### src/msf_pkg.sv
/*
 * constants, types and helper functions for the slave frame handler.
 * assumes one 125 mhz system clock and an external byte transceiver.
 */
`default_nettype none
package msf_pkg;
    // ------------------------------------------------------------
    // function codes and frame layout
    // ------------------------------------------------------------
    localparam logic [7:0] FN_READ = 8'h03;
    localparam logic [7:0] FN_WRITE = 8'h10;
    localparam logic [8:0] IDX_ADDR = 9'h000;
    localparam logic [8:0] IDX_FN = 9'h001;
    localparam logic [8:0] IDX_SREG_HI = 9'h002;
    localparam logic [8:0] IDX_SREG_LO = 9'h003;
    localparam logic [8:0] IDX_CNT_HI = 9'h004;
    localparam logic [8:0] IDX_CNT_LO = 9'h005;
    localparam logic [8:0] IDX_BC = 9'h006;
    localparam logic [8:0] IDX_DATA = 9'h007;
    localparam logic [8:0] RD_QUERY_LEN = 9'h008;
    localparam logic [8:0] WR_FIXED_LEN = 9'h009;
    localparam logic [8:0] RD_RSP_HDR = 9'h003;
    localparam logic [8:0] WR_RSP_LEN = 9'h008;
    localparam logic [8:0] CRC_LEN = 9'h002;
    localparam logic [8:0] MAX_FRAME = 9'h108;
    localparam logic [8:0] MAX_DATA = 9'h0fe;
    localparam logic [15:0] MAX_REGS = 16'h007f;
    // ------------------------------------------------------------
    // checksum
    // ------------------------------------------------------------
    localparam logic [15:0] CRC_POLY = 16'ha001;
    localparam logic [15:0] CRC_INIT = 16'hffff;
    localparam int CRC_STEPS = 8;
    // ------------------------------------------------------------
    // timing
    // ------------------------------------------------------------
    localparam int CLK_MHZ = 125;
    localparam int RESP_DLY_US = 1000;
    localparam int RESP_DLY_CYC = RESP_DLY_US * CLK_MHZ;
    // ------------------------------------------------------------
    // value packing
    // ------------------------------------------------------------
    localparam int FLT_SIGN = 31;
    localparam int FLT_EXP_HI = 30;
    localparam int FLT_EXP_LO = 23;
    localparam int FLT_MAN_HI = 22;
    localparam logic [8:0] FLT_BIAS = 9'h07f;
    localparam logic [31:0] FLT_MARKER = 32'h8000_0000;

    typedef enum {ST_RX, ST_CHECK, ST_WRITE, ST_WAIT, ST_TX} msf_state_e;

    typedef struct packed {
        msf_state_e st;
        logic [8:0] idx;
        logic ovf;
        logic [7:0] addr;
        logic [7:0] fn;
        logic [15:0] sreg;
        logic [15:0] cnt;
        logic [7:0] bc;
        logic [15:0] crc;
        logic [15:0] crc_h1;
        logic [15:0] crc_h2;
        logic [15:0] tail;
        logic [6:0] wr_i;
        logic [16:0] dly;
        logic [8:0] tx_i;
        logic [8:0] tx_len;
        logic [15:0] tcrc;
        logic [7:0] held;
        logic [15:0] rd_addr;
        logic tx_valid;
        logic [7:0] tx_byte;
        logic wr_en;
        logic [15:0] wr_addr;
        logic [15:0] wr_data;
        logic pair_valid;
        logic [31:0] pair_raw;
    } msf_state_s;

    // byte folded into the high half, eight right shifts with mask
    function automatic logic [15:0] crc_byte(input logic [15:0] c_in,
                                             input logic [7:0] b);
        logic [15:0] c;
        logic lsb;
        c = c_in ^ {b, 8'h00};
        for (int k = 0; k < CRC_STEPS; k++) begin
            lsb = c[0];
            c = {1'b0, c[15:1]};
            if (lsb) begin
                c = c ^ CRC_POLY;
            end
        end
        return c;
    endfunction : crc_byte

    // sign-magnitude word to two's complement
    function automatic logic [31:0] sm_to_int(input logic [31:0] v);
        logic [31:0] mag;
        mag = {1'b0, v[30:0]};
        return v[FLT_SIGN] ? (~mag + 32'h0000_0001) : mag;
    endfunction : sm_to_int
endpackage : msf_pkg
`default_nettype wire

### src/msf_frame.sv
/*
 * slave frame handler: parses read and write queries, checks address,
 * checksum and map range, applies writes, and sends the response.
 * assumes bytes and a frame-end pulse come from a receiver on i_clk,
 * and that a register store answers i_rd_data in the same cycle.
 */
// What this block does
// read query addr,fn 3,start,count,crc; reply addr,fn,count,data,crc
// write query adds byte count and data; reply echoes header, new crc
// start register sent high byte first, then low byte
// register count sent high byte first, then low byte
// byte count is one byte, 0 to 255
// data bytes equal twice the register count
// frame ends with checksum, high byte then low byte
// checksum polynomial 0xa001 applied as xor mask on right shift
// checksum register preset to all ones before the first byte
// each byte xored into the high byte of the checksum register
// shift right zero-filled, xor polynomial if the dropped bit was one
// eight steps per byte; final value is the frame checksum
// 8-bit values occupy the upper or lower register byte
// 16-bit unsigned value fills one whole register
// 32-bit integer: lower-numbered register holds bits 31 to 16
// 32-bit integer is sign-magnitude; both zeros legal
// floats use the standard single-precision format
// float spans two registers; sign, exponent, top mantissa first
// negative-zero float is a special marker, not a number
// exponent stored with bias 127, true range -126 to 127
// mantissa normalised with a hidden leading one
// slave only; answers only if all addressed registers are mapped
// on multidrop lines wait a response delay, default 1 ms
// frames with a foreign address or bad checksum are dropped
`timescale 1ns/100ps
`default_nettype none
module msf_frame #(
    parameter int RESP_DLY_CYC = msf_pkg::RESP_DLY_CYC
) (
    input wire logic i_clk,
    input wire logic i_rst,
    input wire logic [7:0] i_dev_addr,
    input wire logic i_multidrop,
    input wire logic [15:0] i_map_first,
    input wire logic [15:0] i_map_last,
    input wire logic i_rx_valid,
    input wire logic [7:0] i_rx_byte,
    input wire logic i_rx_end,
    output logic o_tx_valid,
    output logic [7:0] o_tx_byte,
    input wire logic i_tx_ready,
    output logic [15:0] o_rd_addr,
    input wire logic [15:0] i_rd_data,
    output logic o_wr_en,
    output logic [15:0] o_wr_addr,
    output logic [15:0] o_wr_data,
    output logic o_pair_valid,
    output logic [31:0] o_pair_raw,
    output logic [31:0] o_pair_int,
    output logic o_pair_marker,
    output logic [8:0] o_pair_exp
);
    // ------------------------------------------------------------
    // state and write buffer
    // ------------------------------------------------------------
    localparam logic [16:0] DLY_LOAD = 17'(RESP_DLY_CYC - 1);

    msf_pkg::msf_state_s s_ff;
    msf_pkg::msf_state_s nxt_s;
    logic [15:0] mem_ff [0:126];
    logic [15:0] mem_rd;
    logic [7:0] body;
    logic [8:0] dpos;
    logic [8:0] wpos;
    logic [16:0] last_reg;
    logic range_ok;
    logic len_ok;
    logic accept;

    assign mem_rd = mem_ff[s_ff.wr_i];
    assign wpos = s_ff.idx - msf_pkg::IDX_DATA;

    // ------------------------------------------------------------
    // query acceptance
    // ------------------------------------------------------------
    always_comb begin
        last_reg = {1'b0, s_ff.sreg} + {1'b0, s_ff.cnt} - 17'h0_0001;
        range_ok = (s_ff.cnt != 16'h0000) && (s_ff.cnt <= msf_pkg::MAX_REGS)
            && (s_ff.sreg >= i_map_first)
            && (last_reg <= {1'b0, i_map_last});
        len_ok = ((s_ff.fn == msf_pkg::FN_READ)
                  && (s_ff.idx == msf_pkg::RD_QUERY_LEN))
            || ((s_ff.fn == msf_pkg::FN_WRITE)
                && (s_ff.idx == msf_pkg::WR_FIXED_LEN + {1'b0, s_ff.bc})
                && (s_ff.bc == {s_ff.cnt[6:0], 1'b0}));
        accept = !s_ff.ovf && len_ok && range_ok
            && (s_ff.addr == i_dev_addr)
            && (s_ff.crc_h2 == s_ff.tail);
    end

    // ------------------------------------------------------------
    // response byte source
    // ------------------------------------------------------------
    always_comb begin
        dpos = s_ff.tx_i - msf_pkg::RD_RSP_HDR;
        body = 8'h00;
        case (s_ff.tx_i)
            9'h000: body = s_ff.addr;
            9'h001: body = s_ff.fn;
            default: begin
                if (s_ff.fn == msf_pkg::FN_READ) begin
                    if (s_ff.tx_i == msf_pkg::IDX_SREG_HI) begin
                        body = s_ff.bc;
                    end else if (!dpos[0]) begin
                        body = i_rd_data[15:8];
                    end else begin
                        body = s_ff.held;
                    end
                end else begin
                    case (s_ff.tx_i)
                        msf_pkg::IDX_SREG_HI: body = s_ff.sreg[15:8];
                        msf_pkg::IDX_SREG_LO: body = s_ff.sreg[7:0];
                        msf_pkg::IDX_CNT_HI: body = s_ff.cnt[15:8];
                        msf_pkg::IDX_CNT_LO: body = s_ff.cnt[7:0];
                        default: body = 8'h00;
                    endcase
                end
            end
        endcase
    end

    // ------------------------------------------------------------
    // next state
    // ------------------------------------------------------------
    always_comb begin
        nxt_s = s_ff;
        nxt_s.wr_en = 1'b0;
        nxt_s.pair_valid = 1'b0;
        case (s_ff.st)
            msf_pkg::ST_RX: begin
                if (i_rx_valid) begin
                    if (s_ff.idx == msf_pkg::IDX_ADDR) begin
                        nxt_s.crc = msf_pkg::crc_byte(msf_pkg::CRC_INIT,
                                                      i_rx_byte);
                        nxt_s.crc_h1 = msf_pkg::CRC_INIT;
                    end else begin
                        nxt_s.crc = msf_pkg::crc_byte(s_ff.crc,
                                                      i_rx_byte);
                        nxt_s.crc_h1 = s_ff.crc;
                    end
                    nxt_s.crc_h2 = s_ff.crc_h1;
                    nxt_s.tail = {s_ff.tail[7:0], i_rx_byte};
                    if (s_ff.idx == msf_pkg::MAX_FRAME) begin
                        nxt_s.ovf = 1'b1;
                    end else begin
                        nxt_s.idx = s_ff.idx + 9'h001;
                    end
                    case (s_ff.idx)
                        msf_pkg::IDX_ADDR: nxt_s.addr = i_rx_byte;
                        msf_pkg::IDX_FN: nxt_s.fn = i_rx_byte;
                        msf_pkg::IDX_SREG_HI: nxt_s.sreg[15:8] = i_rx_byte;
                        msf_pkg::IDX_SREG_LO: nxt_s.sreg[7:0] = i_rx_byte;
                        msf_pkg::IDX_CNT_HI: nxt_s.cnt[15:8] = i_rx_byte;
                        msf_pkg::IDX_CNT_LO: nxt_s.cnt[7:0] = i_rx_byte;
                        msf_pkg::IDX_BC: nxt_s.bc = i_rx_byte;
                        default: nxt_s.bc = s_ff.bc;
                    endcase
                end else if (i_rx_end && (s_ff.idx != 9'h000)) begin
                    nxt_s.st = msf_pkg::ST_CHECK;
                end
            end
            msf_pkg::ST_CHECK: begin
                nxt_s.idx = 9'h000;
                nxt_s.ovf = 1'b0;
                nxt_s.wr_i = 7'h00;
                nxt_s.dly = i_multidrop ? DLY_LOAD : 17'h0_0000;
                if (!accept) begin
                    nxt_s.st = msf_pkg::ST_RX;
                end else if (s_ff.fn == msf_pkg::FN_WRITE) begin
                    nxt_s.st = msf_pkg::ST_WRITE;
                end else begin
                    nxt_s.bc = {s_ff.cnt[6:0], 1'b0};
                    nxt_s.st = msf_pkg::ST_WAIT;
                end
            end
            msf_pkg::ST_WRITE: begin
                nxt_s.wr_en = 1'b1;
                nxt_s.wr_addr = s_ff.sreg + {9'h000, s_ff.wr_i};
                nxt_s.wr_data = mem_rd;
                if (s_ff.wr_i[0]) begin
                    nxt_s.pair_valid = 1'b1;
                    nxt_s.pair_raw = {s_ff.wr_data, mem_rd};
                end
                if ({9'h000, s_ff.wr_i} == s_ff.cnt - 16'h0001) begin
                    nxt_s.st = msf_pkg::ST_WAIT;
                end else begin
                    nxt_s.wr_i = s_ff.wr_i + 7'h01;
                end
            end
            msf_pkg::ST_WAIT: begin
                if (s_ff.dly == 17'h0_0000) begin
                    nxt_s.st = msf_pkg::ST_TX;
                    nxt_s.tx_i = 9'h000;
                    nxt_s.tcrc = msf_pkg::CRC_INIT;
                    nxt_s.tx_len = (s_ff.fn == msf_pkg::FN_READ)
                        ? msf_pkg::RD_RSP_HDR + {1'b0, s_ff.bc}
                          + msf_pkg::CRC_LEN
                        : msf_pkg::WR_RSP_LEN;
                end else begin
                    nxt_s.dly = s_ff.dly - 17'h0_0001;
                end
            end
            msf_pkg::ST_TX: begin
                if (!s_ff.tx_valid || i_tx_ready) begin
                    if (s_ff.tx_i == s_ff.tx_len) begin
                        nxt_s.tx_valid = 1'b0;
                        nxt_s.st = msf_pkg::ST_RX;
                    end else begin
                        nxt_s.tx_valid = 1'b1;
                        nxt_s.tx_i = s_ff.tx_i + 9'h001;
                        nxt_s.rd_addr = s_ff.sreg
                            + {8'h00, dpos[8:1]} + 16'h0001;
                        if (s_ff.tx_i == s_ff.tx_len - 9'h002) begin
                            nxt_s.tx_byte = s_ff.tcrc[15:8];
                        end else if (s_ff.tx_i == s_ff.tx_len - 9'h001) begin
                            nxt_s.tx_byte = s_ff.tcrc[7:0];
                        end else begin
                            nxt_s.tx_byte = body;
                            nxt_s.tcrc = msf_pkg::crc_byte(s_ff.tcrc,
                                                           body);
                            if ((s_ff.fn == msf_pkg::FN_READ)
                                && (s_ff.tx_i >= msf_pkg::RD_RSP_HDR)
                                && !dpos[0]) begin
                                nxt_s.held = i_rd_data[7:0];
                            end
                        end
                        if (s_ff.tx_i < msf_pkg::RD_RSP_HDR) begin
                            nxt_s.rd_addr = s_ff.sreg;
                        end
                    end
                end
            end
            default: nxt_s.st = msf_pkg::ST_RX;
        endcase
    end

    // ------------------------------------------------------------
    // registers
    // ------------------------------------------------------------
    always_ff @(posedge i_clk) begin
        if (i_rst) begin
            s_ff <= '0;
            s_ff.st <= msf_pkg::ST_RX;
        end else begin
            s_ff <= nxt_s;
        end
    end

    // write data held until the whole frame is proven good
    always_ff @(posedge i_clk) begin
        if ((s_ff.st == msf_pkg::ST_RX) && i_rx_valid
            && (s_ff.fn == msf_pkg::FN_WRITE)
            && (s_ff.idx >= msf_pkg::IDX_DATA)
            && (wpos < msf_pkg::MAX_DATA)) begin
            if (!wpos[0]) begin
                mem_ff[wpos[7:1]][15:8] <= i_rx_byte;
            end else begin
                mem_ff[wpos[7:1]][7:0] <= i_rx_byte;
            end
        end
    end

    // ------------------------------------------------------------
    // outputs
    // ------------------------------------------------------------
    assign o_tx_valid = s_ff.tx_valid;
    assign o_tx_byte = s_ff.tx_byte;
    assign o_rd_addr = s_ff.rd_addr;
    assign o_wr_en = s_ff.wr_en;
    assign o_wr_addr = s_ff.wr_addr;
    assign o_wr_data = s_ff.wr_data;
    assign o_pair_valid = s_ff.pair_valid;
    assign o_pair_raw = s_ff.pair_raw;
    assign o_pair_int = msf_pkg::sm_to_int(s_ff.pair_raw);
    assign o_pair_marker = (s_ff.pair_raw == msf_pkg::FLT_MARKER);
    assign o_pair_exp = {1'b0, s_ff.pair_raw[msf_pkg::FLT_EXP_HI:
        msf_pkg::FLT_EXP_LO]} - msf_pkg::FLT_BIAS;
endmodule : msf_frame
`default_nettype wire

### config.mk
export PLATFORM = sky130hd
export DESIGN_NAME = msf_frame
export DESIGN_NICKNAME = d
export VERILOG_FILES = /design/src/msf_pkg.sv /design/src/msf_frame.sv
export SDC_FILE = /design/constraint.sdc
export NUM_CORES = 2
export LEC_CHECK = 0
export BUFFER_PORTS_ARGS = -buffer_cell sky130_fd_sc_hd__buf_2
export CORE_MARGIN = 2
export CORE_UTILIZATION = 60
export DETAILED_ROUTE_END_ITERATION = 8
export PLACE_DENSITY = 0.83
export SYNTH_ARGS = -nofsm -noshare
export SYNTH_HDL_FRONTEND = slang
export SYNTH_SLANG_ARGS = --single-unit
### constraint.sdc
create_clock -name i_clk -period 7.6 [get_ports i_clk]
set_clock_uncertainty 0.2 [all_clocks]
set_input_delay 1.14 -clock i_clk [delete_from_list [all_inputs] [get_ports i_clk]]
set_output_delay 1.14 -clock i_clk [all_outputs]
set_load 0.01 [all_outputs]
==> flow_summary.ini <==
[run_status]
status = finished, final reports clean

[global_route]
grt_max_degree = 194
grtUsageTotal = 0.320
grt_pass1_wl_mm = 381
grt_pass1_vias = 55110
antenna_found_initial = 8
grt_overflow = 0

[drt]
drtIter0Drc = 8189
routed-via-count = 55215
routedWlPerCell_um = 32.2
wirelength_mm = 261
ant_nets = 0
route.detailed.drc = 0
viasPerCell = 6.79
first_pass_iters = 9

[finish]
most-common-layout-cells = edfxtp_1, mux4_2, nor2_1
drive_above_1_share = 0.211
multi_input_area_um2 = 27000
area_growth_pct = 9.87
regArea_um2 = 67000
final_cell_area_um2 = 106000
layout_commonest_cell = edfxtp_1
fillers = 9821
utilization = 0.663
final_nets = 5945

[clock_tree]
hold_buffers = 0
tritoncts = built
worstSkewPairLatency_ns = 0.87
numCtsBuffers = 215
postCtsSetupBuffers = 0
cts_buffer_depth = 3
clk_pin_slew_ns = 0.06
cts_root_buf = clkbuf_16
ctsResizeCount = 0
htree_levels = 4
clock-sinks = 2329

[synth]
synth-edff-count = 2032
synth_area_um2 = 96600
async_flop_share = 0
avgSynthCellArea_um2 = 16.9
yosysWarnings = 0
seq_area_frac_synth = 0.693
syn_nets = 5887
synthCells = 5717
ys.flop_type = edfxtp_1
synth_cell_types = 96
ys_ff_latch = 2329

[pwr]
leakage_nw = 33.9
switching_share = 0.265
pwr_density_cell_nw_per_um2 = 283
totalPowerFinal_mw = 30.1
irDropWorstVdd_mv = 0.283
intPower_mw = 22.1
p_clk_frac = 0.360
switchingPower_mw = 7.97
combPwrFrac = 0.161
p_seq_frac = 0.479

[timing]
max_freq_mhz = 168
slew_viol_final = 0
fin_crit_ns = 5.94
rsz0062_at_grt = no
finalHoldViolations = 0
fin_crit_sh = 0.781
finalSetupTns_ns = 0
relSlewSlack = 0.0871
timing.hold.ws_ns = 0.249
setup_viol = 0
worst_pin_slew_ns = 1.37

[setup_path]
cp_slowest_cell = dfxtp_1
critPathKind = flip-flop to flip-flop
crit_buf_inv = 3
crit_path_start_kind = flip-flop
crit_family = compound AO/OA/AOI/OAI gates
crit_path_end_kind = flip-flop
rrSetupSlack_ns = 1.66
max_stage_delay_ns = 0.48
crit_chain = inv_1, ha_1, inv_1, ha_1, inv_1, fa_1, nor2b_1, o21ai_0, a21boi_0, o21ai_0, a21boi_0, o21ai_0, a211o_1, o311ai_0, ha_1, nand4_1, or2_2, o32a_1, o31a_1, a2111o_1, o22a_1, mux2_1
required_ns = 8.12
cp_max_fo = 8
crit_arrival_ns = 6.45

[run]
drv_cap = 0

[placement]
io_buffers = 202
dp_hpwl_mm = 149
place_area_um2 = 99100
gp_congestion = 0.933

[floorplan]
dieArea_um2 = 164000
row_count = 147
num_io_pins = 203
die_height_um = 405
core_area_um2 = 160000
initial_core_util = 0.603
die_w_um = 405

[worst_hold_path]
hold_class = flip-flop to flip-flop
[through the flow]
step	cells	setup WS, ns
2_1_floorplan	5717	2.53
3_3_place_gp	7718	1.88
3_5_place_dp	7718	1.80
4_1_cts	8122	1.75
5_1_grt	8122	1.31
6_report	8126	1.66
[worst min-delay path: stages (launching register included)]
cell,delay [ns]
dfxtp_1,0.31
nand2_1,0.05
a21oi_1,0.05
[flip-flops by register name, summed over array words and instances, names as in the netlist, named ones only]
register	count
o_wr_en	1
o_wr_data	16
o_wr_addr	16
o_pair_valid	1
o_rd_addr	16
o_tx_valid	1
o_tx_byte	8
o_pair_raw	32
mem_ff	2032
s_ff	199
[worst paths after layout]
| check | from | end | cells after the start |
|---|---|---|---|
| worst max-delay path | s_ff[246] | s_ff[223] | 22 |
| worst min-delay path | s_ff[201] | s_ff[185] | 2 |
| worst max register to register | s_ff[246] | s_ff[223] | 22 |
| worst min register to register | s_ff[201] | s_ff[185] | 2 |
[layer usage]
layer | share of wire | GRT usage | wire (um) | vias up
li1 | - | - | - | 22452
met1 | 0.34 | 0.414 | 88700 | 27733
met2 | 0.49 | 0.513 | 127000 | 4159
met3 | 0.11 | 0.0677 | 28800 | 859
met4 | 0.064 | 0.176 | 16800 | 12
met5 | 0.00029 | 0 | 77 | -
[final cells by class]
cell class	count	area share
clock buffer	271	0.0537
multi-input combinational	2787	0.254
tap	2160	0.0255
timing repair buffer	282	0.0173
clock inverter	133	0.0127
sequential	2329	0.631
inverter	160	0.00568
antenna	4	0.0000943
[synth_stat cells, drive strengths merged (16+ instances only)]
| library cell | instances | area (um^2) |
|---|---|---|
| xor2 | 86 | 753 |
| nand3 | 94 | 470 |
| a211oi | 70 | 526 |
| buf | 197 | 1200 |
| o22ai | 16 | 100 |
| a221oi | 26 | 228 |
| o21ai | 117 | 593 |
| inv | 158 | 593 |
| xnor2 | 119 | 1040 |
| nor2b | 21 | 131 |
| nor2 | 501 | 1880 |
| nand4 | 24 | 150 |
| mux4 | 611 | 13800 |
| ha | 97 | 1210 |
| dfxtp | 297 | 5950 |
| nor4 | 28 | 218 |
| or3 | 29 | 195 |
| o31ai | 22 | 165 |
| nor3 | 50 | 255 |
| nand2 | 306 | 1150 |
| clkbuf | 244 | 921 |
| a21oi | 225 | 1130 |
| edfxtp | 2032 | 61000 |
| or4 | 17 | 144 |
| a22oi | 32 | 240 |
| mux2i | 67 | 671 |
| o211ai | 37 | 278 |
[cell families (layout without fill, tap and decap cells)]
group,Yosys count,after routing,share of synthesized area
adders and majority gates,100,100,0.0132
buffers and inverters,601,846,0.0282
other,0,4,0
xor gates and xnor gates,205,205,0.0186
AOI/OAI and AO/OA,651,651,0.0435
muxes,688,688,0.151
DFF,2329,2329,0.693
and+or+nand+nor,1143,1143,0.0531
[power by group through the flow]
stage	registers (mW)	logic, mW	clock network (mW)
floorplan	14.5	3.50	0
global placement	14.7	4.56	0
detailed placement	14.7	4.68	0
CTS	14.4	4.81	10.9
global route	14.4	5.12	11.3
finish	14.4	4.83	10.8
Note: power is estimated with default switching activity, not from simulation.
